`src/inc/eeacc_pkg.sv`:
```
`default_nettype none
package eeacc_pkg;

  // ----------------------------------------
  // Byte positions after the slave address
  // ----------------------------------------
  localparam logic [2:0] POS_CODE    = 3'h0;
  localparam logic [2:0] POS_COUNT   = 3'h1;
  localparam logic [2:0] POS_CMD     = 3'h2;
  localparam logic [2:0] POS_DEVADDR = 3'h3;
  localparam logic [2:0] POS_ADDR_LO = 3'h4;
  localparam logic [2:0] POS_ADDR_HI = 3'h5;
  localparam logic [2:0] POS_DATA    = 3'h6;
  localparam logic [2:0] POS_DONE    = 3'h7;

  // ----------------------------------------
  // Command byte fields
  // ----------------------------------------
  localparam int         CMD_RW_BIT    = 0;
  localparam int         CMD_GIVEN_BIT = 1;
  localparam int         CMD_NACK_BIT  = 3;
  localparam int         CMD_ARB_BIT   = 4;
  localparam int         CMD_COND_BIT  = 5;
  localparam logic [1:0] CTRL_RESET    = 2'h0;
  localparam logic [2:0] FLAGS_RESET   = 3'h0;
  localparam int         CODE_BLK_BIT  = 7;

  // ----------------------------------------
  // Response and buffering
  // ----------------------------------------
  localparam logic [7:0] RESP_COUNT = 8'h05;
  localparam logic [7:0] IDLE_FILL  = 8'hff;
  localparam logic [2:0] IDX_COUNT  = 3'h0;
  localparam logic [2:0] IDX_CMD    = 3'h1;
  localparam logic [2:0] IDX_LAST   = 3'h5;
  localparam logic [3:0] BITS_BYTE  = 4'h8;
  localparam int         FIFO_DEPTH = 8;

  typedef struct packed {
    logic        rw;
    logic [6:0]  dev_addr;
    logic [15:0] byte_addr;
    logic [7:0]  wdata;
  } acc_req_s;

  typedef struct packed {
    logic       nack;
    logic       arb_lost;
    logic       misplaced;
    logic [7:0] rdata;
  } acc_res_s;

  typedef struct packed {
    logic       first;
    logic [7:0] data;
  } link_byte_s;

endpackage
`default_nettype wire

```
`src/smbus_eeprom_access_cmd.sv`:
```
//
// Function
// - After the slave address the fields come as code, count, command, device address, address low, high, data.
// - The count byte appears only in block transactions and is skipped for byte and word ones.
// - A count gives the bytes that follow it, and a returned count includes the status byte.
// - The 16-bit EEPROM byte address is sent low byte at position four and high byte at five.
// - Position six holds the one data byte, written by the host or returned by the device.
// - Command bit 0 selects write when zero and read when one.
// - With command bit 1 set the given device address replaces the configured EEPROM address.
// - Command bit 3 is set by an unexpected NACK on the master access and clears when read.
// - Command bit 4 is set after 16 lost arbitration attempts and clears when read.
// - Command bit 5 is set by a misplaced START or STOP and clears when read.
// - The three flags behave like the matching flags of the master link status.
// - The slave drives only its acknowledges, returned bytes and clock stretches on SCL; the host drives the rest.
`timescale 1ns/1ns
`default_nettype none
module smbus_eeprom_access_cmd (
  input  wire logic                ref_clk,
  input  wire logic                sys_rst,
  input  wire logic [6:0]          slave_addr,
  input  wire logic [6:0]          cfg_eeprom_addr,
  input  wire logic                scl_in,
  output logic                     scl_out,
  output logic                     scl_oe,
  input  wire logic                sda_in,
  output logic                     sda_out,
  output logic                     sda_oe,
  output logic                     acc_req_valid,
  output eeacc_pkg::acc_req_s      acc_req,
  input  wire logic                acc_done,
  input  wire eeacc_pkg::acc_res_s acc_res,
  output logic [7:0]               cmd_status
);
  import eeacc_pkg::*;

  typedef enum logic [3:0] {
    L_IDLE, L_ADDR, L_ADDR_ACK, L_WR, L_WR_HOLD, L_WR_ACK, L_RD_LOAD, L_RD, L_RD_ACK, L_RD_WAIT
  } link_e;

  // ----------------------------------------
  // Pin synchronisers and edge detect
  // ----------------------------------------
  logic [2:0] scl_sync_q;
  logic [2:0] sda_sync_q;
  logic       scl_rise;
  logic       scl_fall;
  logic       cond_start;
  logic       cond_stop;

  always_ff @(posedge ref_clk or posedge sys_rst)
  begin
    if (sys_rst)
    begin
      scl_sync_q <= 3'h7;
      sda_sync_q <= 3'h7;
    end
    else
    begin
      scl_sync_q <= {scl_sync_q[1:0], scl_in};
      sda_sync_q <= {sda_sync_q[1:0], sda_in};
    end
  end

  // Only stages 1 and 2 are looked at; stage 0 may be metastable
  assign scl_rise   = scl_sync_q[1] && !scl_sync_q[2];
  assign scl_fall   = !scl_sync_q[1] && scl_sync_q[2];
  assign cond_start = scl_sync_q[1] && scl_sync_q[2] && !sda_sync_q[1] && sda_sync_q[2];
  assign cond_stop  = scl_sync_q[1] && scl_sync_q[2] && sda_sync_q[1] && !sda_sync_q[2];

  // ----------------------------------------
  // Shared state
  // ----------------------------------------
  link_e      st_q;
  link_e      st_d;
  logic [3:0] bit_q;
  logic [3:0] bit_d;
  logic [7:0] shift_q;
  logic [7:0] shift_d;
  logic [2:0] idx_q;
  logic [2:0] idx_d;
  logic       first_q;
  logic       first_d;
  logic       sda_oe_q;
  logic       sda_oe_d;
  logic       scl_oe_q;
  logic       scl_oe_d;
  logic       push;
  logic       rd_clear;
  logic       fifo_ready;
  logic       pop_valid;
  logic       pop_ready;
  link_byte_s pop_byte;
  link_byte_s push_byte;
  logic [7:0] resp_byte;

  logic [2:0] pos_q;
  logic [2:0] pos_d;
  logic [7:0] code_q;
  logic [7:0] code_d;
  logic [7:0] count_q;
  logic [7:0] count_d;
  logic [1:0] ctrl_q;
  logic [1:0] ctrl_d;
  logic [2:0] flags_q;
  logic [2:0] flags_d;
  logic [7:0] devaddr_q;
  logic [7:0] devaddr_d;
  logic [7:0] lo_q;
  logic [7:0] lo_d;
  logic [7:0] hi_q;
  logic [7:0] hi_d;
  logic [7:0] rdata_q;
  logic [7:0] rdata_d;
  logic       pend_q;
  logic       pend_d;
  acc_req_s   req_q;
  acc_req_s   req_d;

  // ----------------------------------------
  // Buffer between link and parser
  // ----------------------------------------
  assign push_byte = '{first: first_q, data: shift_q};

  byte_fifo #(
    .WIDTH ($bits(link_byte_s)),
    .DEPTH (FIFO_DEPTH)
  ) u_fifo (
    .ref_clk   (ref_clk),
    .sys_rst   (sys_rst),
    .in_valid  (push),
    .in_ready  (fifo_ready),
    .in_data   (push_byte),
    .out_valid (pop_valid),
    .out_ready (pop_ready),
    .out_data  (pop_byte)
  );

  // ----------------------------------------
  // Returned byte sequence
  // ----------------------------------------
  always_comb
  begin
    unique case (idx_q)
      IDX_COUNT: resp_byte = RESP_COUNT;
      IDX_CMD:   resp_byte = {2'h0, flags_q, 1'b0, ctrl_q};
      3'h2:      resp_byte = devaddr_q;
      3'h3:      resp_byte = lo_q;
      3'h4:      resp_byte = hi_q;
      IDX_LAST:  resp_byte = rdata_q;
      default:   resp_byte = IDLE_FILL;
    endcase
  end

  // ----------------------------------------
  // Slave link engine
  // ----------------------------------------
  always_comb
  begin
    st_d     = st_q;
    bit_d    = bit_q;
    shift_d  = shift_q;
    idx_d    = idx_q;
    first_d  = first_q;
    sda_oe_d = sda_oe_q;
    scl_oe_d = scl_oe_q;
    push     = 1'b0;
    rd_clear = 1'b0;
    if ((st_q == L_ADDR || st_q == L_WR) && scl_rise)
    begin
      shift_d = {shift_q[6:0], sda_sync_q[1]};
      bit_d   = bit_q + 4'h1;
    end
    if (cond_start)
    begin
      st_d     = L_ADDR;
      bit_d    = 4'h0;
      sda_oe_d = 1'b0;
      scl_oe_d = 1'b0;
    end
    else if (cond_stop)
    begin
      st_d     = L_IDLE;
      sda_oe_d = 1'b0;
      scl_oe_d = 1'b0;
    end
    else
    begin
      unique case (st_q)
        L_IDLE: ;
        L_ADDR:
          if (scl_fall && bit_q == BITS_BYTE)
          begin
            if (shift_q[7:1] == slave_addr)
            begin
              st_d     = L_ADDR_ACK;
              sda_oe_d = 1'b1;
              first_d  = 1'b1;
              idx_d    = code_q[CODE_BLK_BIT] ? IDX_COUNT : IDX_CMD;
            end
            else
            begin
              st_d = L_IDLE;
            end
          end
        L_ADDR_ACK, L_WR_ACK:
          if (scl_fall)
          begin
            sda_oe_d = 1'b0;
            bit_d    = 4'h0;
            st_d     = (st_q == L_ADDR_ACK && shift_q[0]) ? L_RD_LOAD : L_WR;
          end
        L_WR:
          if (scl_fall && bit_q == BITS_BYTE)
          begin
            st_d = L_WR_HOLD;
          end
        L_WR_HOLD:
          // Full buffer stretches the clock rather than dropping a byte
          if (fifo_ready)
          begin
            push     = 1'b1;
            first_d  = 1'b0;
            sda_oe_d = 1'b1;
            scl_oe_d = 1'b0;
            st_d     = L_WR_ACK;
          end
          else
          begin
            scl_oe_d = 1'b1;
          end
        L_RD_LOAD:
          // Reply waits for setup bytes and the access outcome
          if (!pop_valid && !pend_q)
          begin
            shift_d  = resp_byte;
            sda_oe_d = !resp_byte[7];
            bit_d    = 4'h1;
            scl_oe_d = 1'b0;
            rd_clear = (idx_q == IDX_CMD);
            st_d     = L_RD;
          end
          else
          begin
            scl_oe_d = 1'b1;
          end
        L_RD:
          if (scl_fall)
          begin
            if (bit_q == BITS_BYTE)
            begin
              sda_oe_d = 1'b0;
              st_d     = L_RD_ACK;
            end
            else
            begin
              sda_oe_d = !shift_q[6];
              shift_d  = {shift_q[6:0], 1'b0};
              bit_d    = bit_q + 4'h1;
            end
          end
        L_RD_ACK:
          if (scl_rise)
          begin
            st_d = sda_sync_q[1] ? L_IDLE : L_RD_WAIT;
          end
        L_RD_WAIT:
          if (scl_fall)
          begin
            idx_d = (idx_q == POS_DONE) ? idx_q : idx_q + 3'h1;
            st_d  = L_RD_LOAD;
          end
        default: st_d = L_IDLE;
      endcase
    end
  end

  always_ff @(posedge ref_clk or posedge sys_rst)
  begin
    if (sys_rst)
    begin
      st_q     <= L_IDLE;
      bit_q    <= 4'h0;
      shift_q  <= 8'h00;
      idx_q    <= IDX_COUNT;
      first_q  <= 1'b0;
      sda_oe_q <= 1'b0;
      scl_oe_q <= 1'b0;
    end
    else
    begin
      st_q     <= st_d;
      bit_q    <= bit_d;
      shift_q  <= shift_d;
      idx_q    <= idx_d;
      first_q  <= first_d;
      sda_oe_q <= sda_oe_d;
      scl_oe_q <= scl_oe_d;
    end
  end

  // ----------------------------------------
  // Field parser and access control
  // ----------------------------------------
  assign pop_ready = !pend_q;

  always_comb
  begin
    pos_d     = pos_q;
    code_d    = code_q;
    count_d   = count_q;
    ctrl_d    = ctrl_q;
    devaddr_d = devaddr_q;
    lo_d      = lo_q;
    hi_d      = hi_q;
    rdata_d   = rdata_q;
    pend_d    = pend_q;
    req_d     = req_q;
    // Flags share the master status semantics; a set wins over the read clear
    flags_d   = rd_clear ? FLAGS_RESET : flags_q;
    if (pend_q && acc_done)
    begin
      pend_d  = 1'b0;
      flags_d = flags_d | {acc_res.misplaced, acc_res.arb_lost, acc_res.nack};
      if (req_q.rw)
      begin
        rdata_d = acc_res.rdata;
      end
    end
    if (pop_valid && pop_ready)
    begin
      if (pop_byte.first)
      begin
        code_d  = pop_byte.data;
        pos_d   = pop_byte.data[CODE_BLK_BIT] ? POS_COUNT : POS_CMD;
      end
      else
      begin
        unique case (pos_q)
          POS_COUNT:   count_d = pop_byte.data;
          POS_CMD:     ctrl_d  = pop_byte.data[1:0];
          POS_DEVADDR: devaddr_d = pop_byte.data;
          POS_ADDR_LO: lo_d = pop_byte.data;
          POS_ADDR_HI: hi_d = pop_byte.data;
          default: ;
        endcase
        pos_d = (pos_q == POS_DONE) ? pos_q : pos_q + 3'h1;
        if ((pos_q == POS_ADDR_HI && ctrl_q[CMD_RW_BIT]) || (pos_q == POS_DATA && !ctrl_q[CMD_RW_BIT]))
        begin
          pend_d         = 1'b1;
          req_d.rw       = ctrl_q[CMD_RW_BIT];
          req_d.dev_addr = ctrl_q[CMD_GIVEN_BIT] ? devaddr_q[7:1] : cfg_eeprom_addr;
          req_d.byte_addr = (pos_q == POS_ADDR_HI) ? {pop_byte.data, lo_q} : {hi_q, lo_q};
          req_d.wdata    = pop_byte.data;
        end
      end
    end
  end

  always_ff @(posedge ref_clk or posedge sys_rst)
  begin
    if (sys_rst)
    begin
      pos_q     <= POS_CODE;
      code_q    <= 8'h00;
      count_q   <= 8'h00;
      ctrl_q    <= CTRL_RESET;
      flags_q   <= FLAGS_RESET;
      devaddr_q <= 8'h00;
      lo_q      <= 8'h00;
      hi_q      <= 8'h00;
      rdata_q   <= 8'h00;
      pend_q    <= 1'b0;
      req_q     <= '0;
    end
    else
    begin
      pos_q     <= pos_d;
      code_q    <= code_d;
      count_q   <= count_d;
      ctrl_q    <= ctrl_d;
      flags_q   <= flags_d;
      devaddr_q <= devaddr_d;
      lo_q      <= lo_d;
      hi_q      <= hi_d;
      rdata_q   <= rdata_d;
      pend_q    <= pend_d;
      req_q     <= req_d;
    end
  end

  // ----------------------------------------
  // Outputs, open drain pins drive low only
  // ----------------------------------------
  assign scl_out       = 1'b0;
  assign sda_out       = 1'b0;
  assign scl_oe        = scl_oe_q;
  assign sda_oe        = sda_oe_q;
  assign acc_req_valid = pend_q;
  assign acc_req       = req_q;
  assign cmd_status    = {2'h0, flags_q, 1'b0, ctrl_q};
endmodule
`default_nettype wire

```
`src/byte_fifo.sv`:
```
`timescale 1ns/1ns
`default_nettype none
module byte_fifo #(
  parameter int WIDTH = 9,
  parameter int DEPTH = 8
) (
  input  wire logic             ref_clk,
  input  wire logic             sys_rst,
  input  wire logic             in_valid,
  output logic                  in_ready,
  input  wire logic [WIDTH-1:0] in_data,
  output logic                  out_valid,
  input  wire logic             out_ready,
  output logic      [WIDTH-1:0] out_data
);
  localparam int AW = $clog2(DEPTH);

  logic [WIDTH-1:0] mem [DEPTH];
  logic [AW:0]      wr_q;
  logic [AW:0]      wr_d;
  logic [AW:0]      rd_q;
  logic [AW:0]      rd_d;
  logic             do_wr;
  logic             do_rd;

  // ----------------------------------------
  // Pointers, one wrap bit above the index
  // ----------------------------------------
  always_comb
  begin
    in_ready  = (wr_q[AW] == rd_q[AW]) || (wr_q[AW-1:0] != rd_q[AW-1:0]);
    out_valid = (wr_q != rd_q);
    do_wr     = in_valid && in_ready;
    do_rd     = out_valid && out_ready;
    wr_d      = do_wr ? wr_q + 1'b1 : wr_q;
    rd_d      = do_rd ? rd_q + 1'b1 : rd_q;
    out_data  = mem[rd_q[AW-1:0]];
  end

  always_ff @(posedge ref_clk or posedge sys_rst)
  begin
    if (sys_rst)
    begin
      wr_q <= '0;
      rd_q <= '0;
    end
    else
    begin
      wr_q <= wr_d;
      rd_q <= rd_d;
    end
  end

  // No reset on storage; only written slots are ever read
  always_ff @(posedge ref_clk)
  begin
    if (do_wr)
    begin
      mem[wr_q[AW-1:0]] <= in_data;
    end
  end
endmodule
`default_nettype wire

```
`config.mk`:
```
export PLATFORM = sky130hd
export DESIGN_NAME = smbus_eeprom_access_cmd
export DESIGN_NICKNAME = d
export VERILOG_FILES = /design/src/inc/eeacc_pkg.sv /design/src/smbus_eeprom_access_cmd.sv /design/src/byte_fifo.sv
export SDC_FILE = /design/constraint.sdc
export NUM_CORES = 1
export LEC_CHECK = 0
export BUFFER_PORTS_ARGS = -buffer_cell sky130_fd_sc_hd__buf_2
export CORE_ASPECT_RATIO = 2
export CORE_MARGIN = 1.5
export CORE_UTILIZATION = 64
export DETAILED_ROUTE_END_ITERATION = 8
export PLACE_DENSITY = 0.85
export SLEW_MARGIN = 0
export SYNTH_ARGS = -nofsm -noshare
export SYNTH_HDL_FRONTEND = slang
export SYNTH_SLANG_ARGS = --single-unit
```
`constraint.sdc`:
```
create_clock -name ref_clk -period 5.3 [get_ports ref_clk]
set_input_delay 1.06 -clock ref_clk [delete_from_list [all_inputs] [get_ports ref_clk]]
set_output_delay 1.06 -clock ref_clk [all_outputs]
set_load 0.05 [all_outputs]
```
==> Yosys cells after proc, flatten, opt, wreduce, memory -nomap -nowiden <==
Memory sizes are Yosys's and may differ from the RTL's.
Cells that the tools add are included.
{ "word_totals": {"reg_bits": 117, "ramBits": 72, "inputBits": 30, "output_inout_bits": 45, "wordCells": 199, "memories": 1} }
{ "memory_table": {"columns": ["memory", "words", "width", "read_ports", "rd_clocked_by_memory_dff", "wr", "line_no", "rtl"], "rows": [
  ["u_fifo.mem", 8, 9, 1, 0, 1, "byte_fifo.sv:18", "logic [WIDTH-1:0] mem [DEPTH];"]
]} }
{ "classes": {"add_sub_neg": 5, "eq_ne": 43, "mux": 75, "bitwise": 4, "reduce_logical": 47} }
{ "op_table": {"columns": ["op", "n"], "rows": [
  ["two-way mux 4 bit", 19],
  ["two-way mux 8 bit", 6],
  ["case mux 8 bit (6 select lines)", 1],
  ["case mux 4 bit (9 select lines)", 1],
  ["two-way mux 1 bit", 29],
  ["!= test 4 bit, second input constant", 7],
  ["two-way mux 3 bit", 9],
  ["== test 3 bit, second input constant", 7],
  ["== test 4 x 3 -> 1 bit, second input constant", 4],
  ["logical AND 1 bit", 16],
  ["two-way mux 16 bit", 1],
  ["case mux 8 bit (2 select lines)", 1],
  ["AND reduction 3 bit", 5],
  ["AND reduction 7 bit", 2],
  ["adder 4 x 1 -> 4 bit, second input constant", 3],
  ["== test 3 x 2 -> 1 bit, second input constant", 4],
  ["== test 4 bit, second input constant", 3],
  ["!= test 4 x 3 -> 1 bit, second input constant", 3],
  ["case mux 4 bit (3 select lines)", 1],
  ["AND reduction 10 bit", 1],
  ["zero test 1 bit", 9],
  ["== test 4 x 2 -> 1 bit, second input constant", 2],
  ["!= test 2 bit, second input constant", 4],
  ["== test 7 bit", 1],
  ["24 further kinds", 35]
]} }

==> Depth between registers and ports, before layout <==
{ "depth": {"word_depth": 10, "depth_mapped": 9, "ltp_nobuf": 7} }

==> By module <==
A second synthesis with hierarchy kept.
{ "hier_totals": {"cells_unflattened": 645, "hier_area_um2": 8713.4} }
{ "modules_own_cells": {"columns": ["module", "n_inst", "cells_each", "area_per_inst_um2", "seq_area_each_um2"], "rows": [
  ["smbus_eeprom_access_cmd", 1, 479, 5405.2, 2560.0],
  ["byte_fifo", 1, 166, 3308.2, 2362.3]
]} }

==> Worst setup path after synthesis <==
Ideal clock, no wire load.
{ "synth_path": {"path_type": "reg2reg", "start": "register u_fifo.wr_q[1]", "end": "memory u_fifo.mem[0][0] (enable)", "setup_time_ns": 0.403, "arrival_time_ns": 2.550, "t_required_ns": 4.897, "slack_ns": 2.347, "stages_incl_launch_ff": 6, "path_buffers": 1, "synth_period_minus_slack_ns": 2.953, "cell_sequence": "dfrtp_1 buf_2 xor2_1 nor4_1 nor4_2 nor4b_1"} }
{ "synth_via": {"elab_chain_cells": 9} }
{ "synth_rtl": {"columns": ["item", "line_no", "rtl"], "rows": [
  ["start: declaration", "byte_fifo.sv:19", "logic [AW:0] wr_q;"],
  ["start signal: assignment", "byte_fifo.sv:49", "wr_q <= wr_d;"],
  ["!= test 3 bit", "byte_fifo.sv:31", "in_ready = (wr_q[AW] == rd_q[AW]) || (wr_q[AW-1:0] != rd_q[AW-1:0]);"],
  ["logical OR 1 bit", "byte_fifo.sv:31", null],
  ["two-way mux 1 bit", "smbus_eeprom_access_cmd.sv:219", "if (fifo_ready)"],
  ["two-way mux 1 bit", "smbus_eeprom_access_cmd.sv:188", "unique case (st_q)"],
  ["two-way mux 1 bit", "smbus_eeprom_access_cmd.sv:180", "else if (cond_stop)"],
  ["two-way mux 1 bit", "smbus_eeprom_access_cmd.sv:173", "if (cond_start)"],
  ["logical AND 1 bit", "byte_fifo.sv:33", "do_wr = in_valid && in_ready;"],
  ["two-way mux 1 bit", "byte_fifo.sv:57", "if (do_wr)"],
  ["two-way mux 1 bit (implied by the code)", "byte_fifo.sv:59", "mem[wr_q[AW-1:0]] <= in_data;"],
  ["end: declaration", "byte_fifo.sv:18", null]
]} }
Parallel ways exist; a longest one is shown, timed or not.

==> Worst setup path in the final report <==
{ "layout_path": {"start": "register sda_sync_q[1]", "end": "memory u_fifo.mem[3][4] (enable)"} }
{ "layout_via": {"elab_chain_cells": 7, "word_cells_on_any_way": 10, "cone_classes": "mux (4); reduce/logical (6)"} }
{ "layout_rtl": {"columns": ["item", "line_no", "rtl"], "rows": [
  ["start: declaration", "smbus_eeprom_access_cmd.sv:44", "logic [2:0] sda_sync_q;"],
  ["start signal: assignment", "smbus_eeprom_access_cmd.sv:60", "sda_sync_q <= {sda_sync_q[1:0], sda_in};"],
  ["logical AND 1 bit or zero test 1 bit (tied branches)", "smbus_eeprom_access_cmd.sv:68, smbus_eeprom_access_cmd.sv:67", null],
  ["logical AND 1 bit, on equally long branches", "smbus_eeprom_access_cmd.sv:68, smbus_eeprom_access_cmd.sv:67", null],
  ["two-way mux 1 bit or logical AND 1 bit (tied branches)", "smbus_eeprom_access_cmd.sv:180, smbus_eeprom_access_cmd.sv:67", null],
  ["two-way mux 1 bit *", "smbus_eeprom_access_cmd.sv:173", null],
  ["logical AND 1 bit *", "byte_fifo.sv:33", null],
  ["two-way mux 1 bit *", "byte_fifo.sv:57", null],
  ["two-way mux 1 bit (implied by the code) *", "byte_fifo.sv:59", null]
]} }
Every way passes the cells marked *; elsewhere a longest branch is shown, timed or not.

==> metrics.csv <==
metric,value,unit
crit_family,simple AND/OR/NAND/NOR gates,
n_fill_cell,826,
fin_ws,1.61,ns
min_period,3.69,ns
die_h,167,um
status,"finished, violations left",
area_growth,11.6,%
numCtsBuffers,17,
clockBufferDepth,2,
r2r_cells,5,
finalHoldViolCount,0,
leakagePower,4.11,nW
grtUsageMet1,0.336,
core_area,13100,um^2
yosysWarnings,0,
synth-compound-area-share,0.0876,
ant_nets,0,
hold_path_class,register to register,
cp.depth,5,
worst_path_largest_cell_delay,1.11,ns
hold_depth,0,
use_met2,0.523,
layout.nets,734,
cellPowerDensity,516,nW/um^2
grt_use_met3,0.0619,
crit_chain,"nand4b_1, nand2_1, nor4_2, nand2_1, nor3b_1",
synth_top_family_by_area,multiplexers,
insertion_delay,0.43,ns
post_cts_buffers,0,
h-tree-depth,4,
max_cap_viol_count,0,
ys_ff_latch,182,
grt.busiest_layer,met2,
min_period_over_period,0.697,
min-delay-start,sda_sync_q[0],
clkSinkCount,182,
antenna_found_initial,0,
synth_xor_area_frac,0.0223,
dp_hpwl,13900,um
initial_utilization,0.658,
synth_top_area_share,0.303,
path_buf_inv,0,
violations,DRC,
finalSetupTns,0,ns
relSlewSlack,0.108,
endpoint_kind,register,
ys_seq_area_frac,0.572,
grt-ovfl-total,0,
max_freq,271,MHz
worstMarginPinSlew,1.33,ns
r2r-start,sda_sync_q[1],
ys_async_sr_fraction,0.604,
routed_wl,20400,um
synth-main-ff-cell,dfrtp_1,
grt_pass1_vias,5886,
port_buffers,69,
drcViolationCount,11,
firstDrtPassIters,8,
vias_per_cell,6.72,
synth-simple-area-share,0.0899,
slew_viol_final,0,
synth_edf_count,72,
grt_max_degree,78,
skew,0.0103,ns
yosys-top-cells-area,"dfrtp_1, edfxtp_1, mux2_2",
synth_fa_ha_area_frac,0.0233,
drt_iter0_drc,376,
crit_required,5.34,ns
clkTransAtPathRegs,0.07,ns
crit_path_start,sda_sync_q[1],
grt_setup_unrepaired,false,
io_pins,75,
wire_per_inst,23.9,um
syn_inst,631,
synth_mux_area_frac,0.170,
num_rows,59,
cp_slowest_cell,nor3b_1,
pre_cts_ws,1.67,ns
crit_top_cell,nand2_1,
grt_pass1_wl,32300,um
start_kind,register,
critPathMaxFanout,12,
setup_viol,0,
critical_path_class,register to register,
cts_tree,built,
dieArea,14200,um^2
root_buffer,clkbuf_16,
postCtsHoldBufs,0,
yosysTopAreaCell,dfrtp_1,
synth_cell_type_count,74,
n_antenna_cell,0,
crit_arrival,3.74,ns
peakVddDrop,0.000250,V
syn_area,8600,um^2
synth_most_common_cell,dfrtp_1,
cts_resized,0,
die_w,85.0,um
gp_congestion,0.918,
synth_common_cells,"dfrtp_1, edfxtp_1, mux2_2",
vias,5735,
track_usage,0.303,
drive_gt1_frac,0.285,
synth.avg_cell_area,13.6,um^2
## logic make-up (layout without fill, tap and decap cells)
kind of cell	after synthesis	after routing
compound gates	105	105
flops	182	182
other cells	1	5
mux	108	108
buf+inv	57	123
simple gates	141	141
xor+xnor	21	21
fa+ha+maj	16	16
## final cells by class
cell class,instances,area [um^2],area share
clock buffer,17,425,0.0443
timing repair buffer,76,398,0.0415
sequential,182,4920,0.513
tap,152,190,0.0198
multi-input combinational,396,3400,0.355
clock inverter,15,198,0.0206
inverter,15,58.8,0.00613
## placed cells by master (no fill, tap or decap), types with 13 or more instances in the layout
master	instances
nor2_1	17
mux2_2	58
inv_1	14
dfrtp_1	104
nand3_1	13
nand2_1	47
o21ai_0	27
edfxtp_1	72
xnor2_1	13
ha_1	16
mux2i_1	23
clkbuf_16	17
buf_2	69
## per-stage QoR
stage          hold WS, ns  cell area [um^2]   util  std cells  power (W)
6_report             0.358              9600  0.734        853    0.00495
3_3_place_gp         0.348              8970  0.687        821    0.00354
2_1_floorplan        0.345              8620      -        635    0.00321
5_1_grt              0.360              9600  0.734        853    0.00513
3_5_place_dp         0.348              8970  0.687        821    0.00360
4_1_cts              0.360              9600  0.734        853    0.00494
## final timing paths
check / end / slack, ns
worst min-delay path: sda_sync_q[1] / 0.36
worst min register to register: sda_sync_q[1] / 0.36
min in group asynchronous: sda_oe / 0.84
worst max register to register: u_fifo.mem[3][4] / 1.61
worst max-delay path: u_fifo.mem[3][4] / 1.61
max in group asynchronous: acc_req[5] / 3.46
## registers in the layout, summed over array words and instances, names as in the netlist, 8 cells and up
signal / cells
shift_q: 8
u_fifo.mem: 72
hi_q: 8
devaddr_q: 8
acc_req: 32
lo_q: 8
rdata_q: 8
## per-layer routing
metal / part of all wire / up-vias
li1: - / 2498
met1: 0.35 / 2875
met2: 0.53 / 281
met3: 0.053 / 81
met4: 0.063 / 0
met5: 0 / -
## power by group
part,internal (W),total [W],switching (W)
sequential,0.00174,0.00208,0.000341
clock,0.000725,0.00133,0.000603
combinational,0.000615,0.00154,0.000930
Power figures use the tool's default switching activity.
